===== src/logic/hc_regs_pkg.sv =====
// Purpose: Shared constants and types for the host controller interrupt and frame register bank.
// Assumes: 32-bit APB data, byte addresses, pclk at 50 MHz.
// Notes: Bit order of the six interrupt sources is shared by status, enable and qualify vectors.
package hc_regs_pkg;
   // Register byte offsets.
   localparam logic [7:0] OFS_HC_CONTROL = 8'h20;
   localparam logic [7:0] OFS_HOST_STATUS = 8'h24;
   localparam logic [7:0] OFS_HOST_IRQ_ENABLE = 8'h28;
   localparam logic [7:0] OFS_FRAME_INDEX = 8'h2C;
   localparam logic [7:0] OFS_PERIODIC_BASE = 8'h34;
   localparam logic [7:0] OFS_ASYNC_POINTER = 8'h38;
   localparam logic [7:0] OFS_CONFIGURED_FLAG = 8'h60;
   // Source bit positions.
   localparam int SRC_COMPLETE = 0;
   localparam int SRC_XFER_ERROR = 1;
   localparam int SRC_PORT_CHANGE = 2;
   localparam int SRC_ROLLOVER = 3;
   localparam int SRC_SYS_ERROR = 4;
   localparam int SRC_ASYNC_ADV = 5;
   localparam int NUM_SRC = 6;
   // Sources that interrupt at once; the rest wait for the threshold boundary.
   localparam logic [5:0] IMMEDIATE_MASK = 6'h1C;
   localparam logic [5:0] DEFERRED_MASK = 6'h23;
   // Field layout.
   localparam int FRAME_INDEX_W = 14;
   localparam int PBASE_LSB = 12;
   localparam int APTR_LSB = 5;
   localparam int CTRL_RUN_BIT = 0;
   localparam int CTRL_THR_LSB = 8;
   localparam int THR_W = 8;
   // Reset values.
   localparam logic [5:0] IRQ_ENABLE_RESET = 6'h00;
   localparam logic [13:0] FRAME_INDEX_RESET = 14'h0000;
   localparam logic [7:0] THRESHOLD_RESET = 8'h08;
   localparam logic [13:0] FRAME_INDEX_MAX = 14'h3FFF;
   // Timing.
   localparam int CLK_PERIOD_NS = 20;
   localparam int FRAME_TIME_NS = 125000;
   localparam int FRAME_CYCLES = FRAME_TIME_NS / CLK_PERIOD_NS;

   // Events from the schedule engines, one-cycle pulses on pclk.
   typedef struct packed {
      logic async_advance;
      logic system_error;
      logic port_change;
      logic transfer_error;
      logic td_retire;
      logic interrupt_on_complete;
   } hc_events_t;
endpackage


===== src/logic/frame_tick_gen.sv =====
// Purpose: Divides pclk down to a one-cycle end-of-frame enable pulse.
// Assumes: Single clock domain, asynchronous active-low reset.
// Notes: The count restarts whenever counting is stopped, so a frame always lasts in full.
`timescale 1ns/10ps
`default_nettype none
module frame_tick_gen
   import hc_regs_pkg::*;
#(
   parameter int CYCLES = FRAME_CYCLES
) (
   // Clock and reset.
   input wire logic pclk,
   input wire logic presetn,
   // Control and pulse.
   input wire logic run,
   output logic frame_tick
);
   typedef struct packed {
      logic [15:0] cnt;
      logic tick;
   } tick_state_t;

   tick_state_t st_r;
   tick_state_t st_nxt;

   // Count pclk cycles of the frame while running; the tick is registered to keep it glitch free.
   always_comb begin
      st_nxt = st_r;
      st_nxt.tick = 1'b0;
      if (!run) begin
         st_nxt.cnt = 16'h0000;
      end else if (st_r.cnt == 16'(CYCLES - 1)) begin
         st_nxt.cnt = 16'h0000;
         st_nxt.tick = 1'b1;
      end else begin
         st_nxt.cnt = st_r.cnt + 16'h0001;
      end
   end

   // State register.
   always_ff @(posedge pclk or negedge presetn) begin
      if (!presetn) begin
         st_r <= '0;
      end else begin
         st_r <= st_nxt;
      end
   end

   assign frame_tick = st_r.tick;
endmodule
`default_nettype wire


===== src/logic/hc_irq_frame_regs.sv =====
// Purpose: Interrupt enables, status, frame index and list pointer registers over APB.
// Assumes: Zero-wait APB slave; events arrive as one-cycle pulses on pclk.
// Notes: Read data is captured in the setup cycle, so it comes straight from flip-flops.
// Notes on behaviour
// - Async advance interrupts at threshold boundary.
// - System error interrupts immediately when enabled.
// - Rollover interrupts immediately, gated by enable.
// - Port change interrupts immediately when enabled.
// - Transfer error interrupts at threshold boundary.
// - Transfer complete interrupts at threshold boundary.
// - Fourteen-bit frame index increments each frame.
// - Periodic base keeps bits 31-12, rest zero.
// - Async pointer keeps bits 31-5, rest zero.
// - Enable bits 31-6 read zero, ignore writes.
// - Frame index wrap sets rollover flag.
// - Retired descriptor with completion flag sets complete.
//
// Chosen here: the APB interface to the registers.
`timescale 1ns/10ps
`default_nettype none
module hc_irq_frame_regs
   import hc_regs_pkg::*;
#(
   parameter int FRAME_LEN = FRAME_CYCLES
) (
   // Clock and reset.
   input wire logic pclk,
   input wire logic presetn,
   // APB slave.
   input wire logic psel,
   input wire logic penable,
   input wire logic pwrite,
   input wire logic [7:0] paddr,
   input wire logic [31:0] pwdata,
   output logic [31:0] prdata,
   output logic pready,
   output logic pslverr,
   // Schedule engines.
   input wire hc_events_t events,
   input wire logic async_ptr_load,
   input wire logic [31:0] async_ptr_value,
   output logic [31:0] periodic_list_base,
   output logic [31:0] async_list_pointer,
   output logic [13:0] frame_index,
   output logic configured_bit,
   // Interrupt.
   output logic irq
);
   typedef struct packed {
      logic [5:0] enable;
      logic [5:0] status;
      logic [5:0] qualified;
      logic [13:0] fidx;
      logic [7:0] thr_cnt;
      logic [7:0] threshold;
      logic run;
      logic [19:0] pbase;
      logic [26:0] aptr;
      logic cfg;
      logic [31:0] rdata;
      logic slverr;
      logic irq;
   } regs_state_t;

   regs_state_t st_r;
   regs_state_t st_nxt;
   logic frame_tick;
   logic setup;
   logic wr;
   logic boundary;
   logic fidx_wr;
   logic [5:0] set_vec;
   logic [5:0] clr_vec;
   logic [7:0] thr_eff;

   // Frame divider; it only runs while software has the controller running.
   frame_tick_gen #(
      .CYCLES(FRAME_LEN)
   ) u_frame_tick (
      .pclk(pclk),
      .presetn(presetn),
      .run(st_r.run),
      .frame_tick(frame_tick)
   );

   // Bus phase decode; a write lands only on the access edge.
   assign setup = psel && !penable;
   assign wr = psel && penable && pwrite;
   assign fidx_wr = wr && (paddr == OFS_FRAME_INDEX);
   assign clr_vec = (wr && paddr == OFS_HOST_STATUS) ? pwdata[5:0] : 6'h00;
   // A threshold of zero would never expire, so it behaves as one frame.
   assign thr_eff = (st_r.threshold == 8'h00) ? 8'h01 : st_r.threshold;
   assign boundary = frame_tick && (st_r.thr_cnt + 8'h01 >= thr_eff);

   // Hardware set events for the sticky flags.
   always_comb begin
      set_vec = 6'h00;
      set_vec[SRC_ASYNC_ADV] = events.async_advance;
      set_vec[SRC_SYS_ERROR] = events.system_error;
      set_vec[SRC_PORT_CHANGE] = events.port_change;
      set_vec[SRC_XFER_ERROR] = events.transfer_error;
      set_vec[SRC_COMPLETE] = events.td_retire && events.interrupt_on_complete;
      if (frame_tick && !fidx_wr && st_r.fidx == FRAME_INDEX_MAX) begin
         set_vec[SRC_ROLLOVER] = 1'b1;
      end
   end

   // Next state of the whole register bank.
   always_comb begin
      st_nxt = st_r;
      // Frame index counting and the threshold frame counter.
      if (frame_tick) begin
         st_nxt.fidx = st_r.fidx + 14'h0001;
         st_nxt.thr_cnt = boundary ? 8'h00 : st_r.thr_cnt + 8'h01;
      end
      // Software writes.
      if (wr) begin
         unique case (paddr)
            OFS_HC_CONTROL: begin
               st_nxt.run = pwdata[CTRL_RUN_BIT];
               st_nxt.threshold = pwdata[CTRL_THR_LSB +: THR_W];
            end
            OFS_HOST_IRQ_ENABLE: begin
               st_nxt.enable = pwdata[5:0];
            end
            OFS_FRAME_INDEX: begin
               st_nxt.fidx = pwdata[FRAME_INDEX_W-1:0];
            end
            OFS_PERIODIC_BASE: begin
               st_nxt.pbase = pwdata[31:PBASE_LSB];
            end
            OFS_ASYNC_POINTER: begin
               st_nxt.aptr = pwdata[31:APTR_LSB];
            end
            OFS_CONFIGURED_FLAG: begin
               st_nxt.cfg = pwdata[0];
            end
            default: begin
            end
         endcase
      end
      // The engine advancing the asynchronous list overrides a software write.
      if (async_ptr_load) begin
         st_nxt.aptr = async_ptr_value[31:APTR_LSB];
      end
      // Set wins over a write-one-to-clear in the same cycle.
      st_nxt.status = (st_r.status & ~clr_vec) | set_vec;
      // Deferred sources qualify at a boundary and stay so until acknowledged.
      st_nxt.qualified = (st_r.qualified
                          | ({6{boundary}} & st_nxt.status & DEFERRED_MASK))
                         & st_nxt.status;
      // Immediate sources need no qualification.
      st_nxt.irq = |(st_nxt.status & st_nxt.enable
                     & (IMMEDIATE_MASK | st_nxt.qualified));
      // Read data and error are captured in the setup cycle.
      if (setup) begin
         st_nxt.slverr = 1'b0;
         st_nxt.rdata = 32'h0000_0000;
         unique case (paddr)
            OFS_HC_CONTROL: begin
               st_nxt.rdata[CTRL_RUN_BIT] = st_r.run;
               st_nxt.rdata[CTRL_THR_LSB +: THR_W] = st_r.threshold;
            end
            OFS_HOST_STATUS: begin
               st_nxt.rdata[5:0] = st_r.status;
            end
            OFS_HOST_IRQ_ENABLE: begin
               st_nxt.rdata[5:0] = st_r.enable;
            end
            OFS_FRAME_INDEX: begin
               st_nxt.rdata[FRAME_INDEX_W-1:0] = st_r.fidx;
            end
            OFS_PERIODIC_BASE: begin
               st_nxt.rdata[31:PBASE_LSB] = st_r.pbase;
            end
            OFS_ASYNC_POINTER: begin
               st_nxt.rdata[31:APTR_LSB] = st_r.aptr;
            end
            OFS_CONFIGURED_FLAG: begin
               st_nxt.rdata[0] = st_r.cfg;
            end
            default: begin
               st_nxt.slverr = 1'b1;
            end
         endcase
      end
   end

   // State register; list pointers have no documented reset and start at zero.
   always_ff @(posedge pclk or negedge presetn) begin
      if (!presetn) begin
         st_r <= '0;
         st_r.enable <= IRQ_ENABLE_RESET;
         st_r.fidx <= FRAME_INDEX_RESET;
         st_r.threshold <= THRESHOLD_RESET;
      end else begin
         st_r <= st_nxt;
      end
   end

   // Outputs.
   assign pready = 1'b1;
   assign prdata = st_r.rdata;
   assign pslverr = st_r.slverr && psel && penable;
   assign periodic_list_base = {st_r.pbase, 12'h000};
   assign async_list_pointer = {st_r.aptr, 5'h00};
   assign frame_index = st_r.fidx;
   assign configured_bit = st_r.cfg;
   assign irq = st_r.irq;

   // Checks.
   property p_sys_err_now;
      @(posedge pclk) disable iff (!presetn)
      (events.system_error && st_r.enable[SRC_SYS_ERROR]
       && !(wr && paddr == OFS_HOST_IRQ_ENABLE)) |=> irq;
   endproperty
   a_sys_err_now: assert property (p_sys_err_now) else $error("system error not raised");

   property p_port_now;
      @(posedge pclk) disable iff (!presetn)
      (events.port_change && st_r.enable[SRC_PORT_CHANGE]
       && !(wr && paddr == OFS_HOST_IRQ_ENABLE)) |=> irq;
   endproperty
   a_port_now: assert property (p_port_now) else $error("port change irq late");

   property p_rollover_now;
      @(posedge pclk) disable iff (!presetn)
      (frame_tick && !fidx_wr && st_r.fidx == FRAME_INDEX_MAX && st_r.enable[SRC_ROLLOVER]
       && !(wr && paddr == OFS_HOST_IRQ_ENABLE)) |=> irq;
   endproperty
   a_rollover_now: assert property (p_rollover_now) else $error("rollover irq missing");

   property p_async_waits;
      @(posedge pclk) disable iff (!presetn)
      $rose(st_r.qualified[SRC_ASYNC_ADV]) |-> $past(boundary);
   endproperty
   a_async_waits: assert property (p_async_waits) else $error("async advance early");

   property p_deferred_quiet;
      @(posedge pclk) disable iff (!presetn)
      ((st_r.status & st_r.enable & IMMEDIATE_MASK) == 6'h00 && st_r.qualified == 6'h00)
      |-> !irq;
   endproperty
   a_deferred_quiet: assert property (p_deferred_quiet) else $error("irq before threshold");

   property p_complete_at_boundary;
      @(posedge pclk) disable iff (!presetn)
      (boundary && st_r.status[SRC_COMPLETE] && st_r.enable[SRC_COMPLETE]
       && !clr_vec[SRC_COMPLETE] && !wr) |=> irq;
   endproperty
   a_complete_at_boundary: assert property (p_complete_at_boundary)
      else $error("no irq at boundary");

   property p_fidx_inc;
      @(posedge pclk) disable iff (!presetn)
      (frame_tick && !fidx_wr) |=> (st_r.fidx == $past(st_r.fidx) + 14'h0001);
   endproperty
   a_fidx_inc: assert property (p_fidx_inc) else $error("frame index not incremented");

   property p_wrap_flag;
      @(posedge pclk) disable iff (!presetn)
      (frame_tick && !fidx_wr && st_r.fidx == FRAME_INDEX_MAX)
      |=> (st_r.status[SRC_ROLLOVER] && st_r.fidx == 14'h0000);
   endproperty
   a_wrap_flag: assert property (p_wrap_flag) else $error("rollover flag not set");

   property p_complete_set;
      @(posedge pclk) disable iff (!presetn)
      (events.td_retire && events.interrupt_on_complete) |=> st_r.status[SRC_COMPLETE];
   endproperty
   a_complete_set: assert property (p_complete_set) else $error("complete flag not set");

   property p_pbase_low;
      @(posedge pclk) disable iff (!presetn)
      $past(setup && paddr == OFS_PERIODIC_BASE) |-> (prdata[11:0] == 12'h000);
   endproperty
   a_pbase_low: assert property (p_pbase_low) else $error("periodic base low bits set");

   property p_aptr_low;
      @(posedge pclk) disable iff (!presetn)
      $past(setup && paddr == OFS_ASYNC_POINTER) |-> (prdata[4:0] == 5'h00);
   endproperty
   a_aptr_low: assert property (p_aptr_low) else $error("async pointer low bits set");

   property p_enable_reserved;
      @(posedge pclk) disable iff (!presetn)
      $past(setup && paddr == OFS_HOST_IRQ_ENABLE) |-> (prdata[31:6] == 26'h0);
   endproperty
   a_enable_reserved: assert property (p_enable_reserved) else $error("reserved bits set");

   property p_pending_holds;
      @(posedge pclk) disable iff (!presetn)
      (st_r.status[SRC_XFER_ERROR] && !clr_vec[SRC_XFER_ERROR]) |=> st_r.status[SRC_XFER_ERROR];
   endproperty
   a_pending_holds: assert property (p_pending_holds) else $error("flag lost");

   property p_irq_or;
      @(posedge pclk) disable iff (!presetn)
      irq == |(st_r.status & st_r.enable & (IMMEDIATE_MASK | st_r.qualified));
   endproperty
   a_irq_or: assert property (p_irq_or) else $error("irq not the OR of sources");

   // The OR check above cannot see timing, so these watch causes and their effects.
   property p_xfer_err_waits;
      @(posedge pclk) disable iff (!presetn)
      $rose(st_r.qualified[SRC_XFER_ERROR]) |-> $past(boundary);
   endproperty
   a_xfer_err_waits: assert property (p_xfer_err_waits) else $error("error too early");

   property p_complete_waits;
      @(posedge pclk) disable iff (!presetn)
      $rose(st_r.qualified[SRC_COMPLETE]) |-> $past(boundary);
   endproperty
   a_complete_waits: assert property (p_complete_waits) else $error("complete too early");

   property p_clear_drops;
      @(posedge pclk) disable iff (!presetn)
      (wr && paddr == OFS_HOST_STATUS && pwdata[SRC_SYS_ERROR] && !set_vec[SRC_SYS_ERROR])
      |=> !st_r.status[SRC_SYS_ERROR];
   endproperty
   a_clear_drops: assert property (p_clear_drops) else $error("flag not cleared");

   property p_fidx_hold;
      @(posedge pclk) disable iff (!presetn)
      (!frame_tick && !fidx_wr) |=> $stable(st_r.fidx);
   endproperty
   a_fidx_hold: assert property (p_fidx_hold) else $error("frame index drifted");

   property p_enable_write;
      @(posedge pclk) disable iff (!presetn)
      (wr && paddr == OFS_HOST_IRQ_ENABLE) |=> (st_r.enable == $past(pwdata[5:0]));
   endproperty
   a_enable_write: assert property (p_enable_write) else $error("enable write lost");

   property p_pbase_write;
      @(posedge pclk) disable iff (!presetn)
      (wr && paddr == OFS_PERIODIC_BASE)
      |=> (periodic_list_base[31:PBASE_LSB] == $past(pwdata[31:PBASE_LSB]));
   endproperty
   a_pbase_write: assert property (p_pbase_write) else $error("periodic base write lost");

   property p_aptr_engine;
      @(posedge pclk) disable iff (!presetn)
      async_ptr_load
      |=> (async_list_pointer[31:APTR_LSB] == $past(async_ptr_value[31:APTR_LSB]));
   endproperty
   a_aptr_engine: assert property (p_aptr_engine) else $error("pointer load lost");
endmodule
`default_nettype wire


===== config.mk =====
export PLATFORM = sky130hd
export DESIGN_NAME = hc_irq_frame_regs
export DESIGN_NICKNAME = d
export VERILOG_FILES = /design/src/logic/hc_regs_pkg.sv /design/src/logic/frame_tick_gen.sv /design/src/logic/hc_irq_frame_regs.sv
export SDC_FILE = /design/constraint.sdc
export NUM_CORES = 1
export LEC_CHECK = 0
export ABC_AREA = 1
export BUFFER_PORTS_ARGS = -buffer_cell sky130_fd_sc_hd__buf_2
export CAP_MARGIN = 20
export CORE_MARGIN = 2
export CORE_UTILIZATION = 55
export CTS_BUF_LIST = sky130_fd_sc_hd__clkbuf_8
export CTS_CLUSTER_DIAMETER = 150
export DETAILED_ROUTE_END_ITERATION = 16
export PLACE_DENSITY = 0.82
export SLEW_MARGIN = 20
export SYNTH_ARGS = -nofsm -noshare
export SYNTH_HDL_FRONTEND = slang
export SYNTH_SLANG_ARGS = --single-unit

===== constraint.sdc =====
create_clock -name pclk -period 2.9 [get_ports pclk]
set_input_delay 0.145 -clock pclk [delete_from_list [all_inputs] [get_ports pclk]]
set_output_delay 0.145 -clock pclk [all_outputs]
set_load 0.03 [all_outputs]

==> results of run 1 <==
stage by stage:
step                      total power [mW]  utilization, %  worst slack (ps)
after CTS                             4.60            66.3               588
final                                 4.59            66.3               563
after global routing                  4.75            66.3               278
after detailed placement              2.62            57.6               603
after floorplan                       2.49               -               890
after global placement                2.61            57.6               635
power by group:
| group | total [mW] | leakage, nW | internal (mW) | switching (mW) |
|---|---|---|---|---|
| Sequential | 2.11 | 1.88 | 2.07 | 0.0376 |
| Clock | 1.91 | 0.252 | 1.14 | 0.774 |
| Combinational | 0.570 | 2.90 | 0.205 | 0.365 |
layer usage:
layer	global-route usage (%)	part of all wire, %	wire [um]
met5	0	0	0
met4	12.9	3.5	754
met3	7.09	7.3	1570
met2	46.1	48	10300
met1	36.0	41	8840
Yosys cell counts, drive strengths merged, types with 4 or more instances:
| library cell | instances |
|---|---|
| dfrtp | 144 |
| xor2 | 15 |
| nand2 | 216 |
| o22ai | 5 |
| o211ai | 21 |
| nor2 | 63 |
| a22oi | 13 |
| nand3 | 40 |
| o21ai | 61 |
| inv | 105 |
| ha | 12 |
| a21oi | 25 |
| buf | 125 |
| nand4 | 9 |
| clkbuf | 11 |
| nor4 | 5 |
| nor3 | 9 |
| o311ai | 9 |
| nor3b | 4 |
| mux2 | 16 |
path summary, 6_finish.rpt:
path	startpoint	end	slack [ps]	depth (start not counted)
max in group asynchronous	presetn	st_r[86]$_DFFE_PN1P_	1890	3
hold reg to reg	prdata[3]$_DFFE_PN0P_	prdata[3]$_DFFE_PN0P_	490	2
hold / removal	pwdata[14]	st_r[89]$_DFFE_PN0P_	50	3
setup reg to reg	st_r[93]$_DFFE_PN0P_	irq$_DFF_PN0_	560	15
min in group asynchronous	presetn	st_r[114]$_DFF_PN0_	250	2
setup / recovery	st_r[93]$_DFFE_PN0P_	irq$_DFF_PN0_	560	15
sequential cells by signal (all words and copies together) (netlist names), 14 cells and up:
name,flops
periodic_list_base,20
st_r,33
async_list_pointer,27
prdata,32
u_frame_tick.st_r,16
frame_index,14
cell families after synthesis:
logic type	count (synthesis)	synth area share, %
AND/OR/NAND/NOR	351	19.7
buffers and inverters	242	16.9
AO/OA/AOI/OAI	145	11.2
flip-flops	145	45.4
XOR/XNOR	18	1.97
multiplexers	16	2.82
adder cells (fa/ha/maj)	12	1.88
other	2	0.0939
cell type report:
type	instances	area share, %
sequential	145	38.1
multi-input combinational	560	32.3
tap	184	2.42
clock inverter	10	1.89
inverter	106	4.21
timing repair buffer	258	18.0
clock buffer	22	3.18
timing repair:
item                                   CTS  global route
resized for setup                        0             0
buffers inserted                         0             0
hold buffers                            77             0
endpoints found under the hold margin  138             0
cell usage in the layout, fill, tap and decap left out, types with 3 or more instances in the layout:
cell type      count
nand2_2            5
nor3_1             8
nor3b_1            4
nand4_1            9
xnor2_1            3
buf_2            173
xor2_1            15
o21ai_1           18
dlygate4sd3_1     77
nor2_4             3
inv_1             97
nor2_2             3
nand2_1          208
a21oi_1           25
buf_4              6
nor2_1            56
o211ai_1          21
dfrtp_1          144
bufinv_16          5
clkbuf_8          22
o21ai_0           42
o22ai_1            5
a22oi_1           13
nor4_1             4
nand3_1           36
inv_2              9
ha_1              12
o311ai_1           9
conb_1            18
mux2_4            12
nand2_4            3
mux2_2             4
critical path: cells and delay by family, from the launching register on:
family	cells	cell delay (ps)
adder cells (fa/ha/maj)	1	270
AO/OA/AOI/OAI	2	280
AND/OR/NAND/NOR	10	970
flip-flops	1	400
buffers and inverters	1	80
XOR/XNOR	1	210
==> flow_metrics.env, run 1 <==
export IMPL_status="finished, final reports clean"
export IMPL_grt_pass1_wl_um=34900
export IMPL_fin_crit_sh_pct=80.6
export IMPL_crit_path_cell_trace="nand2_1, inv_1, nand4_1, nor3_1, xor2_1, ha_1, a21oi_1, o21a_1, nand2_1, nand2_1, nand2_1, nand2_1, nor2_1, nor2_1, nand2_1"
export IMPL_crit_arrival_ps=2680
export IMPL_critical_path_most_common_cell="nand2_1"
export IMPL_register_area_um2=3630
export IMPL_max_freq_mhz=428
export IMPL_clk_pin_slew_worst_paths_ps=80
export IMPL_hpwl_um=14200
export IMPL_ys_top_cells_by_area="dfrtp_1, buf_4, nand2_1"
export IMPL_drc=0
export IMPL_hold_slack_ps=47.6
export IMPL_syn_area_per_cell_um2=8.59
export IMPL_synth_async_reset_ratio_pct=100
export IMPL_port_buffers=174
export IMPL_grt_use_total_pct=28.4
export IMPL_gp_congestion=0.872
export IMPL_dominantRegCellSynth="dfrtp_1"
export IMPL_drtIter0Drc=659
export IMPL_multiInputGateArea_um2=3080
export IMPL_min_period_ps=2340
export IMPL_grt_overflow=0
export IMPL_die_x_um=125
export IMPL_relSlewSlack_pct=45.9
export IMPL_clk_latency_ps=450
export IMPL_placedCellCount=1176
export IMPL_stdcell_area_um2=9530
export IMPL_cp_slowest_cell="dfrtp_1"
export IMPL_finalSetupTns_ps=0
export IMPL_critPathRequiredTime_ps=3250
export IMPL_yosysTopAreaCell="dfrtp_1"
export IMPL_wl_um=21500
export IMPL_ys_warn_count=0
export IMPL_initial_core_util_pct=55.7
export IMPL_critPathMaxStageDelay_ps=400
export IMPL_peakVddDrop_v=0.000299
export IMPL_yosysSeqAreaShare_pct=45.4
export IMPL_ys_types=52
export IMPL_antenna_found_initial=0
export IMPL_fin_skew_ps=13.7
export IMPL_syn_to_final_growth_pct=19.2
export IMPL_synthCells=931
export IMPL_vias_per_cell=5.34
export IMPL_end_kind="register"
export IMPL_cts_buffer_depth=2
export IMPL_synth_area_um2=8000
export IMPL_dieHeight_um=125
export IMPL_maxCapViolations=0
export IMPL_dieArea_um2=15500
export IMPL_setup_viol=0
export IMPL_grt_start_max_net_pins=71
export IMPL_critPathLaunchType="register"
export IMPL_worst_slew_pin_slew_ps=811
export IMPL_antenna_cells=0
export IMPL_cts_root_buf="clkbuf_8"
export IMPL_cts_num_sinks=145
export IMPL_wl_per_cell_um=16.7
export IMPL_crit_fanout=4
export IMPL_synth_top_area_share_pct=45.0
export IMPL_layout_drive_gt1_share_pct=23.9
export IMPL_rsz0062_at_grt="false"
export IMPL_n_fill_cell=1106
export IMPL_placed_area_um2=8280
export IMPL_vias=6862
export IMPL_leakagePower_nw=5.03
export IMPL_antenna_left=0
export IMPL_layout_cells_non_filler=1285
export IMPL_ys_ff_latch=145
export IMPL_io_pins=198
export IMPL_final_max_slew_violation_count=0
export IMPL_critPathKind="register to register"
export IMPL_synth_edf_count=0
export IMPL_cts_inserted_buffers=17
export IMPL_coreArea_um2=14400
export IMPL_first_global_vias=6869
export IMPL_fin_nets=1184
export IMPL_row_count=44
export IMPL_hold_class="input port to register"
export IMPL_hold_violations=0
export IMPL_cts_tree="yes"
export IMPL_h_tree_depth=4
export IMPL_firstDrtPassIters=5
export IMPL_powerDensity_nw_per_um2=482
Power figures use the tool's default switching activity.
==> run 2, diff against run 1 <==
- ABC_AREA: 1 -> 0
- CORE_UTILIZATION: 55 -> 50
- PLACE_DENSITY: 0.82 -> 0.79
- clock period: 2.9 -> 2 ns (I/O delays scaled with it)
==> flow_metrics.env, run 2 <==
export IMPL_status="finished, violations left"
export IMPL_violations="negative setup slack"
export IMPL_antenna_cells=0
export IMPL_power_total_mw=6.97
export IMPL_syn_to_final_growth_pct=30.2
export IMPL_relSlewSlack_pct=63.5
export IMPL_drtIter0Drc=448
export IMPL_ys_warn_count=0
export IMPL_hpwl_um=14000
export IMPL_wl_per_cell_um=18.4
export IMPL_synth_top_area_share_pct=46.3
export IMPL_fin_nets=1089
export IMPL_grt_pass1_wl_um=34400
export IMPL_final_cell_mix="buf_2, dfrtp_1, dlygate4sd3_1"
export IMPL_antenna_found_initial=0
export IMPL_final_common_cell="buf_2"
export IMPL_cts_num_sinks=145
export IMPL_grt_use_total_pct=26.8
export IMPL_row_count=45
export IMPL_cts_inserted_buffers=17
export IMPL_yosysSeqAreaShare_pct=46.6
export IMPL_first_global_vias=6754
export IMPL_die_x_um=129
export IMPL_crit_arrival_ps=2810
export IMPL_leakagePower_nw=5.00
export IMPL_ys_top_cells_by_area="dfrtp_1, buf_4, nor2_1"
export IMPL_max_freq_mhz=413
export IMPL_fin_crit_sh_pct=121
export IMPL_drc=0
export IMPL_critPathKind="register to register"
export IMPL_ys_types=61
export IMPL_placed_area_um2=8520
export IMPL_io_pins=198
export IMPL_clk_latency_ps=460
export IMPL_firstDrtPassIters=6
export IMPL_fin_util_pct=66.6
export IMPL_n_fill_cell=1140
export IMPL_rsz0062_at_grt="true"
export IMPL_hold_class="input port to register"
export IMPL_end_kind="register"
export IMPL_synth_common_cells="dfrtp_1, buf_4, nor2_1"
export IMPL_peakVddDrop_v=0.000408
export IMPL_ys_ff_latch=145
export IMPL_antenna_left=0
export IMPL_stdcell_area_um2=10100
export IMPL_dominantRegCellSynth="dfrtp_1"
export IMPL_coreArea_um2=15200
export IMPL_syn_area_per_cell_um2=10.2
export IMPL_vias=6668
export IMPL_multiInputGateArea_um2=3330
export IMPL_layout_drive_gt1_share_pct=32.5
export IMPL_wl_um=21900
export IMPL_post_synth_top_count_cell="dfrtp_1"
export IMPL_grt_start_max_net_pins=54
export IMPL_synth_async_reset_ratio_pct=100
export IMPL_powerDensity_nw_per_um2=688
export IMPL_hold_slack_ps=28.7
export IMPL_dieArea_um2=16600
export IMPL_synthCells=764
export IMPL_yosysTopAreaCell="dfrtp_1"
export IMPL_clk_pin_slew_worst_paths_ps=80
export IMPL_largest_register="st_r"
export IMPL_hold_violations=0
export IMPL_vias_per_cell=5.59
export IMPL_critPathLaunchType="register"
export IMPL_crit_fanout=6
export IMPL_critPathRequiredTime_ps=2390
export IMPL_cts_root_buf="clkbuf_8"
export IMPL_final_max_slew_violation_count=0
export IMPL_cts_buffer_depth=2
export IMPL_worst_slew_pin_slew_ps=544
export IMPL_finalSetupTns_ps=-4180
export IMPL_h_tree_depth=4
export IMPL_cts_tree="yes"
export IMPL_largest_reg_flops=33
export IMPL_register_area_um2=3630
export IMPL_initial_core_util_pct=51.2
export IMPL_setup_viol=12
export IMPL_maxCapViolations=0
export IMPL_dieHeight_um=129
export IMPL_grt_overflow=0
export IMPL_port_buffers=174
export IMPL_fin_skew_ps=8.72
export IMPL_min_period_ps=2420
export IMPL_gp_congestion=0.879
export IMPL_synth_edf_count=0
export IMPL_setup_ws_ps=-424
export IMPL_synth_area_um2=7780
==> run 2: final cells by class <==
class / instances / share of cell area (%)
Timing Repair Buffer: 336 / 23.7
Clock buffer: 19 / 2.58
Tap cell: 188 / 2.32
Sequential cell: 145 / 35.8
Clock inverter: 11 / 2.07
Inverter: 19 / 0.704
Multi-Input combinational cell: 474 / 32.8
==> run 2: kinds of logic (layout without fill, tap and decap cells) <==
group           count (synthesis)  after routing  synth area share [%]
compound gates                123            123                  11.1
xor+xnor                       33             33                  3.71
fa+ha+maj                      12             12                  1.93
buf+inv                       161            385                  13.6
flops                         145            145                  46.6
mux                            64             64                  8.84
other cells                     2             18                0.0965
simple gates                  224            224                  14.1
==> run 2: routing by layer <==
metal / global-route usage, % / wire [um]
met1: 33.3 / 8940
met2: 44.0 / 10700
met3: 6.03 / 1450
met4: 14.0 / 841
met5: 0 / 0
==> run 2: worst max-delay path, cell delays in order (launching register included) <==
cell       delay, ps
dfrtp_1          410
nand3_2          120
nor2_2           160
and3_4           210
xnor2_2          120
inv_2             60
ha_4             240
buf_4            130
a21oi_1          150
o21a_2           220
o311ai_4         130
buf_6            150
buf_4            130
o2bb2ai_2        120
==> run 2: per-stage QoR <==
stage,setup WS (ps),std cells
after floorplan,-212,780
after CTS,-318,1188
final,-424,1192
after detailed placement,-407,1056
after global placement,-308,1056
after global routing,-517,1192
==> run 2: what timing repair did <==
| action | in CTS | in global routing |
|---|---|---|
| hold endpoints to repair | 136 | 0 |
| pin swaps | 12 | 19 |
| gates cloned | 0 | 0 |
| hold buffers | 93 | 0 |
| endpoints found under the setup margin | 12 | 21 |
| gates resized for setup | 16 | 11 |
| buffers inserted | 9 | 4 |
==> run 2: final timing paths <==
path                                   endpoint  slack [ps]            startpoint  cells past startpoint
setup / recovery           st_r[92]$_DFFE_PN0P_        -420  st_r[92]$_DFFE_PN0P_                     13
hold / removal              st_r[129]$_DFF_PN0_          30                pwrite                      4
setup reg to reg           st_r[92]$_DFFE_PN0P_        -420  st_r[92]$_DFFE_PN0P_                     13
hold reg to reg             st_r[1]$_DFFE_PN0P_         480   st_r[1]$_DFFE_PN0P_                      2
max in group asynchronous  st_r[87]$_DFFE_PN0P_        1130               presetn                      3
min in group asynchronous   st_r[123]$_DFF_PN0_         150               presetn                      2
==> run 2: power breakdown <==
| group | switching [mW] | internal, mW | total [mW] |
|---|---|---|---|
| clock | 1.12 | 1.66 | 2.78 |
| combinational | 0.642 | 0.411 | 1.05 |
| sequential | 0.0866 | 3.05 | 3.14 |
| total | 1.85 | 5.12 | 6.97 |
